[config.mk]
export PLATFORM = sky130hd
export DESIGN_NAME = hfa_host_fifo_port
export DESIGN_NICKNAME = d
export VERILOG_FILES = /design/src/hfa_host_fifo_port.v /design/src/hfa_fifo.v
export VERILOG_INCLUDE_DIRS = /design/src /design/src/src
export SDC_FILE = /design/constraint.sdc
export NUM_CORES = 1
export LEC_CHECK = 0
export BUFFER_PORTS_ARGS = -buffer_cell sky130_fd_sc_hd__buf_4
export CORE_MARGIN = 2
export CORE_UTILIZATION = 40
export DETAILED_ROUTE_END_ITERATION = 8
export SLEW_MARGIN = 10
export SYNTH_ARGS = -nofsm -noshare
export SYNTH_HDL_FRONTEND = slang
export SYNTH_HIERARCHICAL = 1
export SYNTH_SLANG_ARGS = --single-unit
[constraint.sdc]
create_clock -name ref_clk -period 6.7 [get_ports ref_clk]
set_input_delay 0.335 -clock ref_clk [delete_from_list [all_inputs] [get_ports ref_clk]]
set_output_delay 0.335 -clock ref_clk [all_outputs]
set_load 0.005 [all_outputs]
[src/hfa_consts.vh]
// Address map, field positions and reset values of the host FIFO port block
`ifndef HFA_CONSTS_VH
`define HFA_CONSTS_VH

// Word index of the host port (one index per 32-bit word)
`define HFA_ADDR_W        6
`define HFA_PAGE_LSB      4
`define HFA_PAGE_RXD      2'h0
`define HFA_PAGE_TXD      2'h1
`define HFA_RXS_POP       6'h20
`define HFA_RXS_VIEW      6'h21
`define HFA_TXS_POP       6'h22
`define HFA_TXS_VIEW      6'h23
`define HFA_CTRL          6'h24
`define HFA_STS           6'h25
`define HFA_WO            6'h26

// Control word fields
`define HFA_CAP_W         3
`define HFA_RXD_CAP_LSB   0
`define HFA_RXS_CAP_LSB   4
`define HFA_TXD_CAP_LSB   8
`define HFA_KEEP_LSB      16
`define HFA_KEEP_W        8
`define HFA_SRST_BIT      31
`define HFA_CAP_RST       3'h4
`define HFA_KEEP_RST      8'h00

// Status word fields
`define HFA_OVR_BIT       0
`define HFA_TXS_EVT_BIT   1
`define HFA_LINK_BIT      2
`define HFA_ERR_BIT       3
`define HFA_RXD_CNT_LSB   8
`define HFA_RXS_CNT_LSB   12
`define HFA_TXD_CNT_LSB   16
`define HFA_TXS_CNT_LSB   20

`define HFA_WORD_ZERO     32'h0000_0000

`endif

[src/hfa_host_fifo_port.v]
// Host access logic: four FIFO ports and attribute-typed control/status words
`include "hfa_consts.vh"

// Functional notes
// - Read-only fields ignore host writes
// - Write-only register reads back zero
// - Writing one clears bit, zero keeps
// - Read-to-clear bit cleared by host read
// - Latched low/high bits released on read
// - Immune field survives soft reset
// - Both resets load default values, except the immune field, which soft reset leaves as it is
// - Four queues: rx status/data, tx status/data
// - Rx status, rx data and tx data capacities set by control word; tx status fixed at DEPTH
// - Writes to receive queue ports ignored
// - Rx status pop read removes head
// - Rx status view read keeps head
// - Each rx data read pops head
// - Rx data port aliased over 16 words
// - Tx status pop read removes head
// - Tx status view read keeps head
// - Tx data port write-only
// - Tx data port aliased over 16 words
module hfa_host_fifo_port #(
   parameter DW    = 32,
   parameter DEPTH = 4,
   parameter AW    = 2
) (
   input  wire                   ref_clk,
   input  wire                   arst_n,
   input  wire                   host_cs,
   input  wire                   host_rd,
   input  wire                   host_wr,
   input  wire [`HFA_ADDR_W-1:0] host_addr,
   input  wire [DW-1:0]          host_wdata,
   output reg  [DW-1:0]          host_rdata_q,
   input  wire                   rxs_in_valid,
   output wire                   rxs_in_ready,
   input  wire [DW-1:0]          rxs_in_data,
   input  wire                   rxd_in_valid,
   output wire                   rxd_in_ready,
   input  wire [DW-1:0]          rxd_in_data,
   input  wire                   txs_in_valid,
   output wire                   txs_in_ready,
   input  wire [DW-1:0]          txs_in_data,
   output wire                   txd_out_valid,
   input  wire                   txd_out_ready,
   output wire [DW-1:0]          txd_out_data,
   input  wire                   link_up,
   input  wire                   err_evt,
   output reg                    soft_rst_q,
   output reg  [`HFA_KEEP_W-1:0] keep_q,
   output reg  [DW-1:0]          wo_q
);
   // Access tracking
   reg                    rd_seen_q;
   reg                    wr_seen_q;
   wire                   rd_first;
   wire                   wr_first;

   // Address decode results
   reg                    sel_rxd;
   reg                    sel_txd;
   reg                    sel_rxs_pop;
   reg                    sel_rxs_view;
   reg                    sel_txs_pop;
   reg                    sel_txs_view;
   reg                    sel_ctrl;
   reg                    sel_sts;
   reg                    sel_wo;

   // Control word
   reg  [`HFA_CAP_W-1:0]  rxd_cap_q;
   reg  [`HFA_CAP_W-1:0]  rxs_cap_q;
   reg  [`HFA_CAP_W-1:0]  txd_cap_q;

   // Status bits
   reg                    ovr_q;
   reg                    txs_evt_q;
   reg                    link_ll_q;
   reg                    err_lh_q;

   // Queue wiring
   wire [DW-1:0]          rxs_head;
   wire [DW-1:0]          rxd_head;
   wire [DW-1:0]          txs_head;
   wire                   rxs_out_valid;
   wire                   rxd_out_valid;
   wire                   txs_out_valid;
   wire                   txd_in_ready;
   wire [AW:0]            rxs_cnt;
   wire [AW:0]            rxd_cnt;
   wire [AW:0]            txs_cnt;
   wire [AW:0]            txd_cnt;
   wire                   rxs_pop;
   wire                   rxd_pop;
   wire                   txs_pop;
   wire                   txd_push;
   wire                   txs_fire;
   wire                   sts_read;
   wire                   ctrl_wr;
   wire [AW:0]            rxd_cap;
   wire [AW:0]            rxs_cap;
   wire [AW:0]            txd_cap;
   wire [AW:0]            txs_cap;
   reg  [DW-1:0]          rdata_d;
   reg  [DW-1:0]          ctrl_view;
   reg  [DW-1:0]          sts_view;

   // A bus cycle split into several strobes under one select
   // still counts as a single access
   assign rd_first = host_cs & host_rd & ~rd_seen_q;
   assign wr_first = host_cs & host_wr & ~wr_seen_q;

   always @(posedge ref_clk or negedge arst_n) begin
      if (!arst_n) begin
         rd_seen_q <= 1'b0;
         wr_seen_q <= 1'b0;
      end else if (!host_cs) begin
         rd_seen_q <= 1'b0;
         wr_seen_q <= 1'b0;
      end else begin
         rd_seen_q <= rd_seen_q | host_rd;
         wr_seen_q <= wr_seen_q | host_wr;
      end
   end

   always @* begin
      sel_rxd      = 1'b0;
      sel_txd      = 1'b0;
      sel_rxs_pop  = 1'b0;
      sel_rxs_view = 1'b0;
      sel_txs_pop  = 1'b0;
      sel_txs_view = 1'b0;
      sel_ctrl     = 1'b0;
      sel_sts      = 1'b0;
      sel_wo       = 1'b0;
      if (host_addr[`HFA_ADDR_W-1:`HFA_PAGE_LSB] == `HFA_PAGE_RXD) begin
         sel_rxd = 1'b1;
      end else if (host_addr[`HFA_ADDR_W-1:`HFA_PAGE_LSB] == `HFA_PAGE_TXD)
      begin
         sel_txd = 1'b1;
      end else if (host_addr == `HFA_RXS_POP) begin
         sel_rxs_pop = 1'b1;
      end else if (host_addr == `HFA_RXS_VIEW) begin
         sel_rxs_view = 1'b1;
      end else if (host_addr == `HFA_TXS_POP) begin
         sel_txs_pop = 1'b1;
      end else if (host_addr == `HFA_TXS_VIEW) begin
         sel_txs_view = 1'b1;
      end else if (host_addr == `HFA_CTRL) begin
         sel_ctrl = 1'b1;
      end else if (host_addr == `HFA_STS) begin
         sel_sts = 1'b1;
      end else if (host_addr == `HFA_WO) begin
         sel_wo = 1'b1;
      end
   end

   // Pops only on the first read strobe; reading an empty queue
   // returns zero and removes nothing
   assign rxs_pop  = rd_first & sel_rxs_pop & rxs_out_valid;
   assign rxd_pop  = rd_first & sel_rxd & rxd_out_valid;
   assign txs_pop  = rd_first & sel_txs_pop & txs_out_valid;
   // Host writes to a full transmit queue are dropped
   assign txd_push = wr_first & sel_txd;
   assign sts_read = rd_first & sel_sts;
   assign ctrl_wr  = wr_first & sel_ctrl;
   assign txs_fire = txs_in_valid & txs_in_ready;

   assign rxd_cap = {{(AW+1-`HFA_CAP_W){1'b0}}, rxd_cap_q};
   assign rxs_cap = {{(AW+1-`HFA_CAP_W){1'b0}}, rxs_cap_q};
   assign txd_cap = {{(AW+1-`HFA_CAP_W){1'b0}}, txd_cap_q};
   assign txs_cap = DEPTH[AW:0];

   // Four queues reachable by the host
   hfa_fifo #(.W(DW), .D(DEPTH), .AW(AW)) u_rxs (
      .clk         (ref_clk),
      .arst_n      (arst_n),
      .clr         (soft_rst_q),
      .cap         (rxs_cap),
      .in_valid    (rxs_in_valid),
      .in_ready_q  (rxs_in_ready),
      .in_data     (rxs_in_data),
      .out_valid_q (rxs_out_valid),
      .out_ready   (rxs_pop),
      .out_data    (rxs_head),
      .cnt_q       (rxs_cnt)
   );

   hfa_fifo #(.W(DW), .D(DEPTH), .AW(AW)) u_rxd (
      .clk         (ref_clk),
      .arst_n      (arst_n),
      .clr         (soft_rst_q),
      .cap         (rxd_cap),
      .in_valid    (rxd_in_valid),
      .in_ready_q  (rxd_in_ready),
      .in_data     (rxd_in_data),
      .out_valid_q (rxd_out_valid),
      .out_ready   (rxd_pop),
      .out_data    (rxd_head),
      .cnt_q       (rxd_cnt)
   );

   hfa_fifo #(.W(DW), .D(DEPTH), .AW(AW)) u_txs (
      .clk         (ref_clk),
      .arst_n      (arst_n),
      .clr         (soft_rst_q),
      .cap         (txs_cap),
      .in_valid    (txs_in_valid),
      .in_ready_q  (txs_in_ready),
      .in_data     (txs_in_data),
      .out_valid_q (txs_out_valid),
      .out_ready   (txs_pop),
      .out_data    (txs_head),
      .cnt_q       (txs_cnt)
   );

   hfa_fifo #(.W(DW), .D(DEPTH), .AW(AW)) u_txd (
      .clk         (ref_clk),
      .arst_n      (arst_n),
      .clr         (soft_rst_q),
      .cap         (txd_cap),
      .in_valid    (txd_push),
      .in_ready_q  (txd_in_ready),
      .in_data     (host_wdata),
      .out_valid_q (txd_out_valid),
      .out_ready   (txd_out_ready),
      .out_data    (txd_out_data),
      .cnt_q       (txd_cnt)
   );

   // Control word: capacities, soft reset, reset-immune field
   always @(posedge ref_clk or negedge arst_n) begin
      if (!arst_n) begin
         rxd_cap_q  <= `HFA_CAP_RST;
         rxs_cap_q  <= `HFA_CAP_RST;
         txd_cap_q  <= `HFA_CAP_RST;
         soft_rst_q <= 1'b0;
         keep_q     <= `HFA_KEEP_RST;
      end else begin
         // Held for one cycle, then drops by itself
         soft_rst_q <= ctrl_wr & host_wdata[`HFA_SRST_BIT];
         if (ctrl_wr) begin
            keep_q <= host_wdata[`HFA_KEEP_LSB +: `HFA_KEEP_W];
         end
         if (soft_rst_q) begin
            rxd_cap_q <= `HFA_CAP_RST;
            rxs_cap_q <= `HFA_CAP_RST;
            txd_cap_q <= `HFA_CAP_RST;
         end else if (ctrl_wr) begin
            rxd_cap_q <= host_wdata[`HFA_RXD_CAP_LSB +: `HFA_CAP_W];
            rxs_cap_q <= host_wdata[`HFA_RXS_CAP_LSB +: `HFA_CAP_W];
            txd_cap_q <= host_wdata[`HFA_TXD_CAP_LSB +: `HFA_CAP_W];
         end
      end
   end

   // Write-only word; its reads return zero below
   always @(posedge ref_clk or negedge arst_n) begin
      if (!arst_n) begin
         wo_q <= `HFA_WORD_ZERO;
      end else if (soft_rst_q) begin
         wo_q <= `HFA_WORD_ZERO;
      end else if (wr_first & sel_wo) begin
         wo_q <= host_wdata;
      end
   end

   // Status bits; a new event in the clearing cycle wins
   always @(posedge ref_clk or negedge arst_n) begin
      if (!arst_n) begin
         ovr_q     <= 1'b0;
         txs_evt_q <= 1'b0;
         link_ll_q <= 1'b0;
         err_lh_q  <= 1'b0;
      end else if (soft_rst_q) begin
         ovr_q     <= 1'b0;
         txs_evt_q <= 1'b0;
         link_ll_q <= 1'b0;
         err_lh_q  <= 1'b0;
      end else begin
         if (rxd_in_valid & ~rxd_in_ready) begin
            ovr_q <= 1'b1;
         end else if (wr_first & sel_sts & host_wdata[`HFA_OVR_BIT]) begin
            ovr_q <= 1'b0;
         end
         if (txs_fire) begin
            txs_evt_q <= 1'b1;
         end else if (sts_read) begin
            txs_evt_q <= 1'b0;
         end
         // Low is held until read, then the live level is taken
         if (!link_up) begin
            link_ll_q <= 1'b0;
         end else if (sts_read) begin
            link_ll_q <= 1'b1;
         end
         if (err_evt) begin
            err_lh_q <= 1'b1;
         end else if (sts_read) begin
            err_lh_q <= 1'b0;
         end
      end
   end

   always @* begin
      ctrl_view = `HFA_WORD_ZERO;
      ctrl_view[`HFA_RXD_CAP_LSB +: `HFA_CAP_W] = rxd_cap_q;
      ctrl_view[`HFA_RXS_CAP_LSB +: `HFA_CAP_W] = rxs_cap_q;
      ctrl_view[`HFA_TXD_CAP_LSB +: `HFA_CAP_W] = txd_cap_q;
      ctrl_view[`HFA_KEEP_LSB +: `HFA_KEEP_W]   = keep_q;
      ctrl_view[`HFA_SRST_BIT]                  = soft_rst_q;
   end

   // Queue levels are read-only; no write path reaches them
   always @* begin
      sts_view = `HFA_WORD_ZERO;
      sts_view[`HFA_OVR_BIT]              = ovr_q;
      sts_view[`HFA_TXS_EVT_BIT]          = txs_evt_q;
      sts_view[`HFA_LINK_BIT]             = link_ll_q;
      sts_view[`HFA_ERR_BIT]              = err_lh_q;
      sts_view[`HFA_RXD_CNT_LSB +: AW+1]  = rxd_cnt;
      sts_view[`HFA_RXS_CNT_LSB +: AW+1]  = rxs_cnt;
      sts_view[`HFA_TXD_CNT_LSB +: AW+1]  = txd_cnt;
      sts_view[`HFA_TXS_CNT_LSB +: AW+1]  = txs_cnt;
   end

   // Read mux; receive ports have no write path at all
   always @* begin
      rdata_d = `HFA_WORD_ZERO;
      if (sel_rxd) begin
         rdata_d = rxd_out_valid ? rxd_head : `HFA_WORD_ZERO;
      end else if (sel_rxs_pop | sel_rxs_view) begin
         rdata_d = rxs_out_valid ? rxs_head : `HFA_WORD_ZERO;
      end else if (sel_txs_pop | sel_txs_view) begin
         rdata_d = txs_out_valid ? txs_head : `HFA_WORD_ZERO;
      end else if (sel_ctrl) begin
         rdata_d = ctrl_view;
      end else if (sel_sts) begin
         rdata_d = sts_view;
      end else if (sel_txd | sel_wo) begin
         rdata_d = `HFA_WORD_ZERO;
      end
   end

   // Captured on the first read strobe and held until the next
   always @(posedge ref_clk or negedge arst_n) begin
      if (!arst_n) begin
         host_rdata_q <= `HFA_WORD_ZERO;
      end else if (rd_first) begin
         host_rdata_q <= rdata_d;
      end
   end
endmodule // hfa_host_fifo_port

[src/hfa_fifo.v]
// Small synchronous FIFO with a run-time capacity limit
module hfa_fifo #(
   parameter W  = 32,
   parameter D  = 4,
   parameter AW = 2
) (
   input  wire          clk,
   input  wire          arst_n,
   input  wire          clr,
   input  wire [AW:0]   cap,
   input  wire          in_valid,
   output reg           in_ready_q,
   input  wire [W-1:0]  in_data,
   output reg           out_valid_q,
   input  wire          out_ready,
   output wire [W-1:0]  out_data,
   output reg  [AW:0]   cnt_q
);
   // D must be a power of two so the pointers wrap by themselves
   reg  [W-1:0]  mem [0:D-1];
   reg  [AW-1:0] wr_q;
   reg  [AW-1:0] rd_q;
   wire          in_fire;
   wire          out_fire;
   wire [AW:0]   cnt_d;
   wire [AW:0]   lim;

   assign in_fire  = in_valid & in_ready_q;
   assign out_fire = out_ready & out_valid_q;
   assign cnt_d    = cnt_q + {{AW{1'b0}}, in_fire} - {{AW{1'b0}}, out_fire};
   // Capacity above the array size is clipped to the array size
   assign lim      = (cap > D[AW:0]) ? D[AW:0] : cap;
   assign out_data = mem[rd_q];

   always @(posedge clk) begin
      if (in_fire) begin
         mem[wr_q] <= in_data;
      end
   end

   always @(posedge clk or negedge arst_n) begin
      if (!arst_n) begin
         wr_q        <= {AW{1'b0}};
         rd_q        <= {AW{1'b0}};
         cnt_q       <= {(AW+1){1'b0}};
         in_ready_q  <= 1'b0;
         out_valid_q <= 1'b0;
      end else if (clr) begin
         wr_q        <= {AW{1'b0}};
         rd_q        <= {AW{1'b0}};
         cnt_q       <= {(AW+1){1'b0}};
         in_ready_q  <= 1'b0;
         out_valid_q <= 1'b0;
      end else begin
         if (in_fire) begin
            wr_q <= wr_q + {{(AW-1){1'b0}}, 1'b1};
         end
         if (out_fire) begin
            rd_q <= rd_q + {{(AW-1){1'b0}}, 1'b1};
         end
         cnt_q       <= cnt_d;
         in_ready_q  <= (cnt_d < lim);
         out_valid_q <= (cnt_d != {(AW+1){1'b0}});
      end
   end
endmodule // hfa_fifo

Word-level counts from Yosys, hierarchy flattened --
Memories as Yosys holds them, arrays and structs flattened. Index checks and enable logic that the tools add are counted.
Word-level totals: bits in writable memories 512, memories 4, output and inout bits 109, register bits after elaboration 124
Memories:
- u_rxd.mem | words 4, width 32, read ports 1, clocked after Yosys merged registers in 0, write ports 1, RTL line hfa_fifo.v:20 | reg [W-1:0] mem [0:D-1];
- u_rxs.mem | words 4, width 32, read ports 1, clocked after Yosys merged registers in 0, write ports 1, RTL line hfa_fifo.v:20
- u_txd.mem | words 4, width 32, read ports 1, clocked after Yosys merged registers in 0, write ports 1, RTL line hfa_fifo.v:20
- u_txs.mem | words 4, width 32, read ports 1, clocked after Yosys merged registers in 0, write ports 1, RTL line hfa_fifo.v:20
Operators by class: $add $sub $neg 16, mux-type cells 113, magnitude comparators 7, bitwise gates (word level) 33, reductions and logical operators 18, equality and inequality tests 9
Operator list (count):
- $mux W32 | 9
- $mux W1 | 74
- $eq A6 B6 Y1 const B | 7
- $mux W3 | 13
- $mux W2 | 16
- $and A1 B1 Y1 | 26
- $mux W23 | 1
- $reduce_bool A3 Y1 | 7
- $reduce_bool A2 Y1 | 10
- $add A2 B1 Y2 const B | 8
- $add A3 B1 Y3 | 4
- $sub A3 B1 Y3 | 4
- $gt A3 B3 Y1 const B | 3
- $lt A3 B3 Y1 | 3
- $or A1 B1 Y1 | 4
- $lt A3 B3 Y1 const B | 1
- $ne A3 B1 Y1 const B | 1
- $not A1 Y1 | 3
- $eq A2 B1 Y1 const B | 1
- $logic_not A2 Y1 | 1

Depth between registers and ports, before layout --
Gate-level depths: netlist (run 1).
depth after elaboration 14, mapped depth 17

Cells and area by module --
Netlist (run 1), hierarchy kept.
Modules (own cells, without submodules):
- hfa_fifo at u_rxd ... | cells each 222, times used 2, area an instance 5201.2 µm², seq. area each 4068.9 µm²
- hfa_fifo at u_txd ... | cells each 222, times used 2, area an instance 5198.7 µm², seq. area each 4068.9 µm²
- hfa_host_fifo_port | cells each 410, times used 1, area an instance 4247.8 µm², seq. area each 2205.9 µm²

Worst setup path before layout (run 1) --
OpenSTA, ideal clock, no wires.
path type input to register, start input host_addr[3], end register u_txs.in_ready_q, library setup time 86 ps, arrival 3489 ps, slack 3125 ps, stages on the path 17, cell sequence or4b_1 > buf_2 > nor2b_1 > nor3b_1 > and2_1 > ha_1 > inv_1 > ha_1 > inv_1 > fa_1 > xor2_1 > xnor2_1 > inv_1 > ha_1 > o21ai_0 > a31oi_1 > nor3_1
On the way: longest elaborated chain between the ends 12, elaborated cells on any way between the ends 14, those cells by class add/sub (1); order compare (1); eq/ne (3); mux (6); bitwise (3)
RTL lines:
- from (decl) | RTL line hfa_host_fifo_port.v:33 | input wire [`HFA_ADDR_W-1:0] host_addr,
- $eq A6 B6 Y1 (no source line)
- $mux W1 | RTL line hfa_host_fifo_port.v:146 | end else if (host_addr == `HFA_TXS_POP) begin
- $mux W1 | RTL line hfa_host_fifo_port.v:144 | end else if (host_addr == `HFA_RXS_VIEW) begin
- $mux W1 * | RTL line hfa_host_fifo_port.v:142 | end else if (host_addr == `HFA_RXS_POP) begin
- $mux W1 * | RTL line hfa_host_fifo_port.v:139 | end else if (host_addr[`HFA_ADDR_W-1:`HFA_PAGE_LSB] == `HFA_PAGE_TXD)
- $mux W1 * | RTL line hfa_host_fifo_port.v:137 | if (host_addr[`HFA_ADDR_W-1:`HFA_PAGE_LSB] == `HFA_PAGE_RXD) begin
- $and A1 B1 Y1 * (2 in series) | RTL line hfa_host_fifo_port.v:163 | assign txs_pop = rd_first & sel_txs_pop & txs_out_valid;
- net txs_pop | RTL line hfa_host_fifo_port.v:96 | wire txs_pop;
- $and A1 B1 Y1 * | RTL line hfa_fifo.v:29 | assign out_fire = out_ready & out_valid_q;
- $sub A3 B1 Y3 * | RTL line hfa_fifo.v:30 | assign cnt_d = cnt_q + {{AW{1'b0}}, in_fire} - {{AW{1'b0}}, out_fire};
- $lt A3 B3 Y1 * | RTL line hfa_fifo.v:62 | in_ready_q <= (cnt_d < lim);
- $mux W1 * | RTL line hfa_fifo.v:48 | end else if (clr) begin
- to (signal assigned) | RTL line hfa_fifo.v:62
- to (decl) | RTL line hfa_fifo.v:12 | output reg in_ready_q,
The timed path passes the listed nets; every way through them passes the cells marked *. A chain may end at the register's enable or synchronous reset.

Worst setup path after layout (run 1) --
start register u_rxs.out_valid_q, end register u_rxs.in_ready_q
On the way: longest elaborated chain between the ends 5
RTL lines:
- from (decl) | RTL line hfa_fifo.v:14 | output reg out_valid_q,
- from (signal assigned) | RTL line hfa_fifo.v:63 | out_valid_q <= (cnt_d != {(AW+1){1'b0}});
- $and A1 B1 Y1 | RTL line hfa_host_fifo_port.v:161 | assign rxs_pop = rd_first & sel_rxs_pop & rxs_out_valid;
- net rxs_pop | RTL line hfa_host_fifo_port.v:94 | wire rxs_pop;
- $and A1 B1 Y1 | RTL line hfa_fifo.v:29
- $sub A3 B1 Y3 | RTL line hfa_fifo.v:30
- $lt A3 B3 Y1 | RTL line hfa_fifo.v:62
- $mux W1 | RTL line hfa_fifo.v:48
- to (signal assigned) | RTL line hfa_fifo.v:62
- to (decl) | RTL line hfa_fifo.v:12
The timed path passes the listed nets, and every way through them passes these cells.

==> flow_summary.toml, run 1 <==
[floorplanning]
die_area_um2 = 64640
initial_core_util_pct = 40.51
rows = 91
fp.dieW_um = 254.2
ioPinCount = 254
die_h_um = 254.2
design.core.area_um2 = 61830

[job]
maxCapViolations = 0

[finish]
fin_area_um2 = 31310
multi_input_area_um2 = 5899
seqCellArea_um2 = 18490
fill_cells = 5065
layout.nets = 1895
final_cells = 2613
final_layout_size_suffix_gt1_share_pct = 29.23
syn_to_final_growth_pct = 25.02

[setup_path]
worst-path-buf-inv = 3
crit_required_ns = 7.15
arrival_ns = 4.92
crit_fanout = 19
crit_type = "reg -> reg"
max_stage_delay_ns = 0.71
cp_slowest_cell = "nor2b_1"
path_cells = "nor2b_1, nor2b_1, nor3b_1, and2_1, ha_1, inv_1, ha_1, inv_1, fa_1, xor2_1, xnor2_1, inv_1, ha_1, o21ai_0, nor2_1, nor3_1"
crit_family = "simple AND/OR/NAND/NOR gates"
end_kind = "flip-flop"
cp-start-kind = "flip-flop"

[cts]
ctsResizeCount = 0
cts-root-buf = "clkbuf_16"
postCtsSetupRepairBufs = 0
insertion_delay_ns = 0.61
holdBufCountCts = 133
clkSinkCount = 636
cts_htree_levels = 3
cts_made_buffers = 71
cts_tree = "built"
clk_pin_slew_ns = 0.06
cts_buffer_depth = 3

[synthesis]
synth_largest_area_cell = "edfxtp_1"
synth_ff_type = "edfxtp_1"
yosys.area.top_type_share_pct = 61.38
synth.most_common_cell = "edfxtp_1"
netlist_area_um2 = 25050
netlist_top_cells_area = "edfxtp_1 61%, dfrtp_1 12%, mux4_2 10%, mux4_1 1.7%, ha_1 1.6%"
synth_cell_type_count = 47
synth_seq_cells = 636
ys.warnings.count = 6
synthArstFlopShare_pct = 19.50
synth_commonest_cells = "512 x edfxtp_1, 121 x dfrtp_1, 112 x mux4_2"
netlist_instances = 1298
ys_seq_area_share_pct = 73.78
syn_avg_cell_area_um2 = 19.30
synth_enable_flop_cells = 512

[power_and_ir_drop]
power_leakage_nw = 11.44
power_per_cell_area_nw_per_um2 = 351.1
p_int_w = 0.008070
p_sw_w = 0.002923
p_seq_share_pct = 45.6
p_clk_share_pct = 34.7
sw_frac_of_total_pct = 26.59
peakVddDrop_mv = 0.1977
combinationalPowerShare_pct = 19.7
power_w = 0.01099

[sta]
fin_crit_ns = 4.465
tightest_slew_ns = 1.052
fmax_mhz = 223.9
hold_viol = 0
finalCritPeriodShare_pct = 66.65
fin_tns_setup_ns = 0
drv_slew = 0
rsz0062_at_grt = "false"
finalSetupViolations = 0
fin_skew_ns = 0.01929
slew_headroom_pct = 29.86
layout_setup_ws_ns = 2.235

[drt]
wire_per_inst_um = 23.58
vias_per_cell = 5.222
drtIter0Drc = 1073
vias = 13644
drt-pass1-iter-count = 5
drc = 0
wl_mm = 61.60
ant_nets = 0

[worst_hold_path]
hp-class = "in -> reg"

[grt]
grt-ovfl-total = 0
grt_pass1_wl_mm = 90.62
first_global_vias = 14041
track_usage_pct = 19.34
antenna_found_initial = 10
grt_max_degree = 70

[placement]
numPortBuffers = 253
dp_hpwl_mm = 40.66
routabilityCongestion = 0.8060
post_dp_cell_area_um2 = 27670
dp.cells = 2345
pre_cts_ws_ns = 2.173

[outcome]
status = "completed"
-- cell type report --
type                       count  share of cell area, %
antenna                        4                0.03197
inverter                      33                 0.3956
sequential                   636                  59.04
tap                          837                  3.344
clock inverter                38                  1.031
timing repair buffer         413                  10.98
multi-input combinational    559                  18.84
clock buffer                  93                  6.337
-- worst register-to-register path, cell delays in order, from the launching register on --
cell and delay, ns:
dfrtp_1 0.70, nor2b_1 0.72, nor2b_1 0.51, nor3b_1 0.34
and2_1 0.22, ha_1 0.25, inv_1 0.06, ha_1 0.13
inv_1 0.05, fa_1 0.37, xor2_1 0.17, xnor2_1 0.24
inv_1 0.08, ha_1 0.27, o21ai_0 0.07, nor2_1 0.11
nor3_1 0.05
-- stage by stage --
stage	hold WS [ns]	util [%]
2_1_floorplan	0.03941	-
3_3_place_gp	0.3699	44.75
3_5_place_dp	0.3728	44.75
4_1_cts	0.001514	50.63
5_1_grt	0.01511	50.64
6_report	0.04017	50.65
-- final timing paths --
path	from	to	slack (ns)	cells after the start
min reg2reg	host_rdata_q[25]$_DFFE_PN0P_	host_rdata_q[25]$_DFFE_PN0P_	0.50	2
max reg2reg	u_rxs/out_valid_q$_DFF_PN0_	u_rxs/in_ready_q$_DFF_PN0_	2.23	16
min in group asynchronous	arst_n	host_rdata_q[29]$_DFFE_PN0P_	0.33	2
min	host_wdata[1]	u_txd/mem[3][1]$_DFFE_PP_	0.04	1
max in group asynchronous	arst_n	u_rxd/rd_q[0]$_DFFE_PN0P_	4.93	3
max	u_rxs/out_valid_q$_DFF_PN0_	u_rxs/in_ready_q$_DFF_PN0_	2.23	16
-- per-layer routing --
layer  global-route usage, %  vias up  share of wire, %
met3                   4.695      106               6.5
met4                   6.672       10               3.0
met2                   31.83      433                49
met1                   25.20     7038                41
met5                       0        -              0.11
li1                        -     6057                 -
-- registers in the layout (all words and copies together), names as in the netlist, 8 cells and up --
register	flops
host_rdata_q	32
keep_q	8
u_rxd/mem	128
u_rxs/mem	128
u_txd/mem	128
u_txs/mem	128
wo_q	32
-- power groups by stage --
stage	clock, W	combinational, W	sequential (W)
final	0.00382	0.00217	0.00501
after global routing	0.00406	0.00237	0.00506
after CTS	0.00391	0.00220	0.00502
after detailed placement	0	0.00213	0.00510
after global placement	0	0.00210	0.00508
after floorplan	0	0.00142	0.00495
-- cell usage in the layout, fill, tap and decap left out, types with 33 or more instances in the layout --
master	n
dfrtp_1	115
a21oi_1	57
clkbuf_16	75
nor2_1	43
mux4_2	112
dlygate4sd3_1	133
inv_1	33
nand2_1	54
buf_4	279
edfxtp_1	512
-- cells by family after synthesis --
kind of cell / share of synthesized area [%]
AO/OA/AOI/OAI: 5.150
buffers and inverters: 2.687
AND/OR/NAND/NOR: 3.382
XOR/XNOR: 0.6993
multiplexers: 12.35
other: 0.02998
flip-flops: 73.78
adder cells (fa/ha/maj): 1.918
(Power assumes the default switching activity.)
==> run 2, diff against run 1 <==
==> constraint.sdc (replaced) <==
create_clock -name ref_clk -period 3.6 [get_ports ref_clk]
set_input_delay 0.18 -clock ref_clk [delete_from_list [all_inputs] [get_ports ref_clk]]
set_output_delay 0.18 -clock ref_clk [all_outputs]
set_load 0.005 [all_outputs]
==> run 2 against run 1 <==
Via count up 0.25%. Combinational power up 87%. Die area unchanged. Count of clock-buffer cells in the layout down 6. Worst setup slack worse by 2.0 ns. Final cell count up 0.50%. Critical path depth down 1. Global-route usage down 0.13 points. First-iteration DRC count down 9.3%. Largest power group unchanged.
==> flow_summary.toml, run 2 (synthesis results as in run 1) <==
[outcome]
status = "completed"

[cts]
clkSinkCount = 636
cts_tree = "built"
insertion_delay_ns = 0.59
cts_htree_levels = 3
cts-root-buf = "clkbuf_16"
cts_made_buffers = 70
ctsResizeCount = 0
postCtsSetupRepairBufs = 0
clk_pin_slew_ns = 0.06
cts_buffer_depth = 3

[setup_path]
crit_start = "wr_seen_q$_DFF_PN0_"
worst-path-buf-inv = 3
cp.depth = 15
cp-start-kind = "flip-flop"
path_cells = "and3b_1, and3b_1, nand2_1, ha_1, inv_1, ha_1, inv_1, fa_1, xor2_1, xnor2_1, inv_1, ha_1, o21ai_0, a31oi_1, nor3_1"
rr_worst_depth = 15
crit_type = "reg -> reg"
max_stage_delay_ns = 0.40
end_kind = "flip-flop"
crit_fanout = 6
r2r_end = "u_txd/in_ready_q$_DFF_PN0_"
regToRegSetupSlack_ns = 0.26
cp_slowest_cell = "and3b_1"
worstReg2RegStart = "wr_seen_q$_DFF_PN0_"
crit_family = "adder cells"
arrival_ns = 3.81
worstSetupEndpoint = "u_txd/in_ready_q$_DFF_PN0_"
crit_required_ns = 4.07

[power_and_ir_drop]
p_int_w = 0.01509
p_clk_share_pct = 34.5
peakVddDrop_mv = 0.4105
sw_frac_of_total_pct = 26.41
power_per_cell_area_nw_per_um2 = 651.5
combinationalPowerShare_pct = 19.7
power_leakage_nw = 11.54
p_sw_w = 0.005418
p_seq_share_pct = 45.7

[finish]
final_cells = 2626
final_layout_size_suffix_gt1_share_pct = 30.15
layout.nets = 1919
syn_to_final_growth_pct = 25.70
layout.cells.most_common = "edfxtp_1"
final_cell_mix = "512 x edfxtp_1, 297 x buf_4, 140 x dlygate4sd3_1"
post-route-util_pct = 50.93
fin_area_um2 = 31490

[sta]
finalSetupViolations = 0
finalCritPeriodShare_pct = 92.75
rsz0062_at_grt = "false"
drv_slew = 0
slew_headroom_pct = 38.85
hold_ws_ns = 0.1524
hold_viol = 0
tightest_slew_ns = 0.9173
fmax_mhz = 299.5
fin_tns_setup_ns = 0
fin_skew_ns = 0.01901
fin_crit_ns = 3.339

[grt]
track_usage_pct = 19.21
antenna_found_initial = 5
grt_max_degree = 83
grt-ovfl-total = 0
first_global_vias = 14081
grt_pass1_wl_mm = 89.87

[drt]
drtIter0Drc = 973
vias = 13678
drt-pass1-iter-count = 5
wl_mm = 61.49
drc = 0
wire_per_inst_um = 23.42
wl_met1_mm = 24.98
dr.max_layer_used = "met5"
ant_nets = 0
dr_wl_met3_mm = 4.288
vias_per_cell = 5.209
wl_met2_mm = 30.32

[floorplanning]
die_area_um2 = 64640
rows = 91
ioPinCount = 254
initial_core_util_pct = 40.51
design.core.area_um2 = 61830
fp.dieW_um = 254.2
die_h_um = 254.2

[job]
maxCapViolations = 0

[placement]
routabilityCongestion = 0.7910
dp_hpwl_mm = 40.96
numPortBuffers = 253
post_dp_cell_area_um2 = 27800
dp.cells = 2363

[worst_hold_path]
hp-class = "in -> reg"
==> run 2: metal layers <==
layer / global-route usage (%) / vias up
li1: - / 6083
met5: 0 / -
met1: 25.20 / 7025
met3: 4.593 / 108
met2: 31.55 / 454
met4: 6.471 / 8
==> run 2: final cells by class <==
class	count	area [um^2]
Multi-Input combinational cell	559	5899
Clock inverter	35	372.9
Fill cell	5082	30340
Antenna cell	1	2.502
Tap cell	837	1047
Inverter	33	123.9
Timing Repair Buffer	438	3642
Sequential cell	636	18490
Clock buffer	87	1909
==> run 2: power by group through the flow <==
| stage | registers [W] | logic [W] | clock network (W) |
|---|---|---|---|
| floorplan | 0.00921 | 0.00264 | 0 |
| global placement | 0.00951 | 0.00390 | 0 |
| detailed placement | 0.00954 | 0.00397 | 0 |
| CTS | 0.00940 | 0.00412 | 0.00726 |
| global route | 0.00948 | 0.00444 | 0.00754 |
| finish | 0.00938 | 0.00405 | 0.00708 |
==> run 2: worst min path at each step <==
stage / startpoint / endpoint / cells after the start
2_1_floorplan: arst_n / err_lh_q$_DFFE_PN0P_ / 0
3_3_place_gp: arst_n / wo_q[29]$_DFFE_PN0P_ / 1
3_5_place_dp: arst_n / wo_q[29]$_DFFE_PN0P_ / 1
4_1_cts: host_cs / host_rdata_q[4]$_DFFE_PN0P_ / 6
5_1_grt: host_cs / host_rdata_q[6]$_DFFE_PN0P_ / 6
6_report: host_cs / host_rdata_q[4]$_DFFE_PN0P_ / 6
==> run 2: per-stage QoR <==
stage	total power (W)	setup WS [ns]
after floorplan	0.01185	0.1804
after global placement	0.01341	0.1801
after detailed placement	0.01352	0.1166
after CTS	0.02078	0.3239
after global routing	0.02146	0.004763
final	0.02051	0.2608
==> run 2: worst register-to-register path: stages (launching register included) <==
cell     delay (ns)
dfrtp_1        0.39
and3b_1        0.40
and3b_1        0.37
nand2_1        0.15
ha_1           0.29
inv_1          0.05
ha_1           0.13
inv_1          0.05
fa_1           0.38
xor2_1         0.16
xnor2_1        0.23
inv_1          0.07
ha_1           0.28
o21ai_0        0.07
a31oi_1        0.14
nor3_1         0.06
==> run 2: what timing repair did <==
action	CTS	global route
hold endpoints to repair	652	0
hold buffers	140	0
setup endpoints to repair	0	0
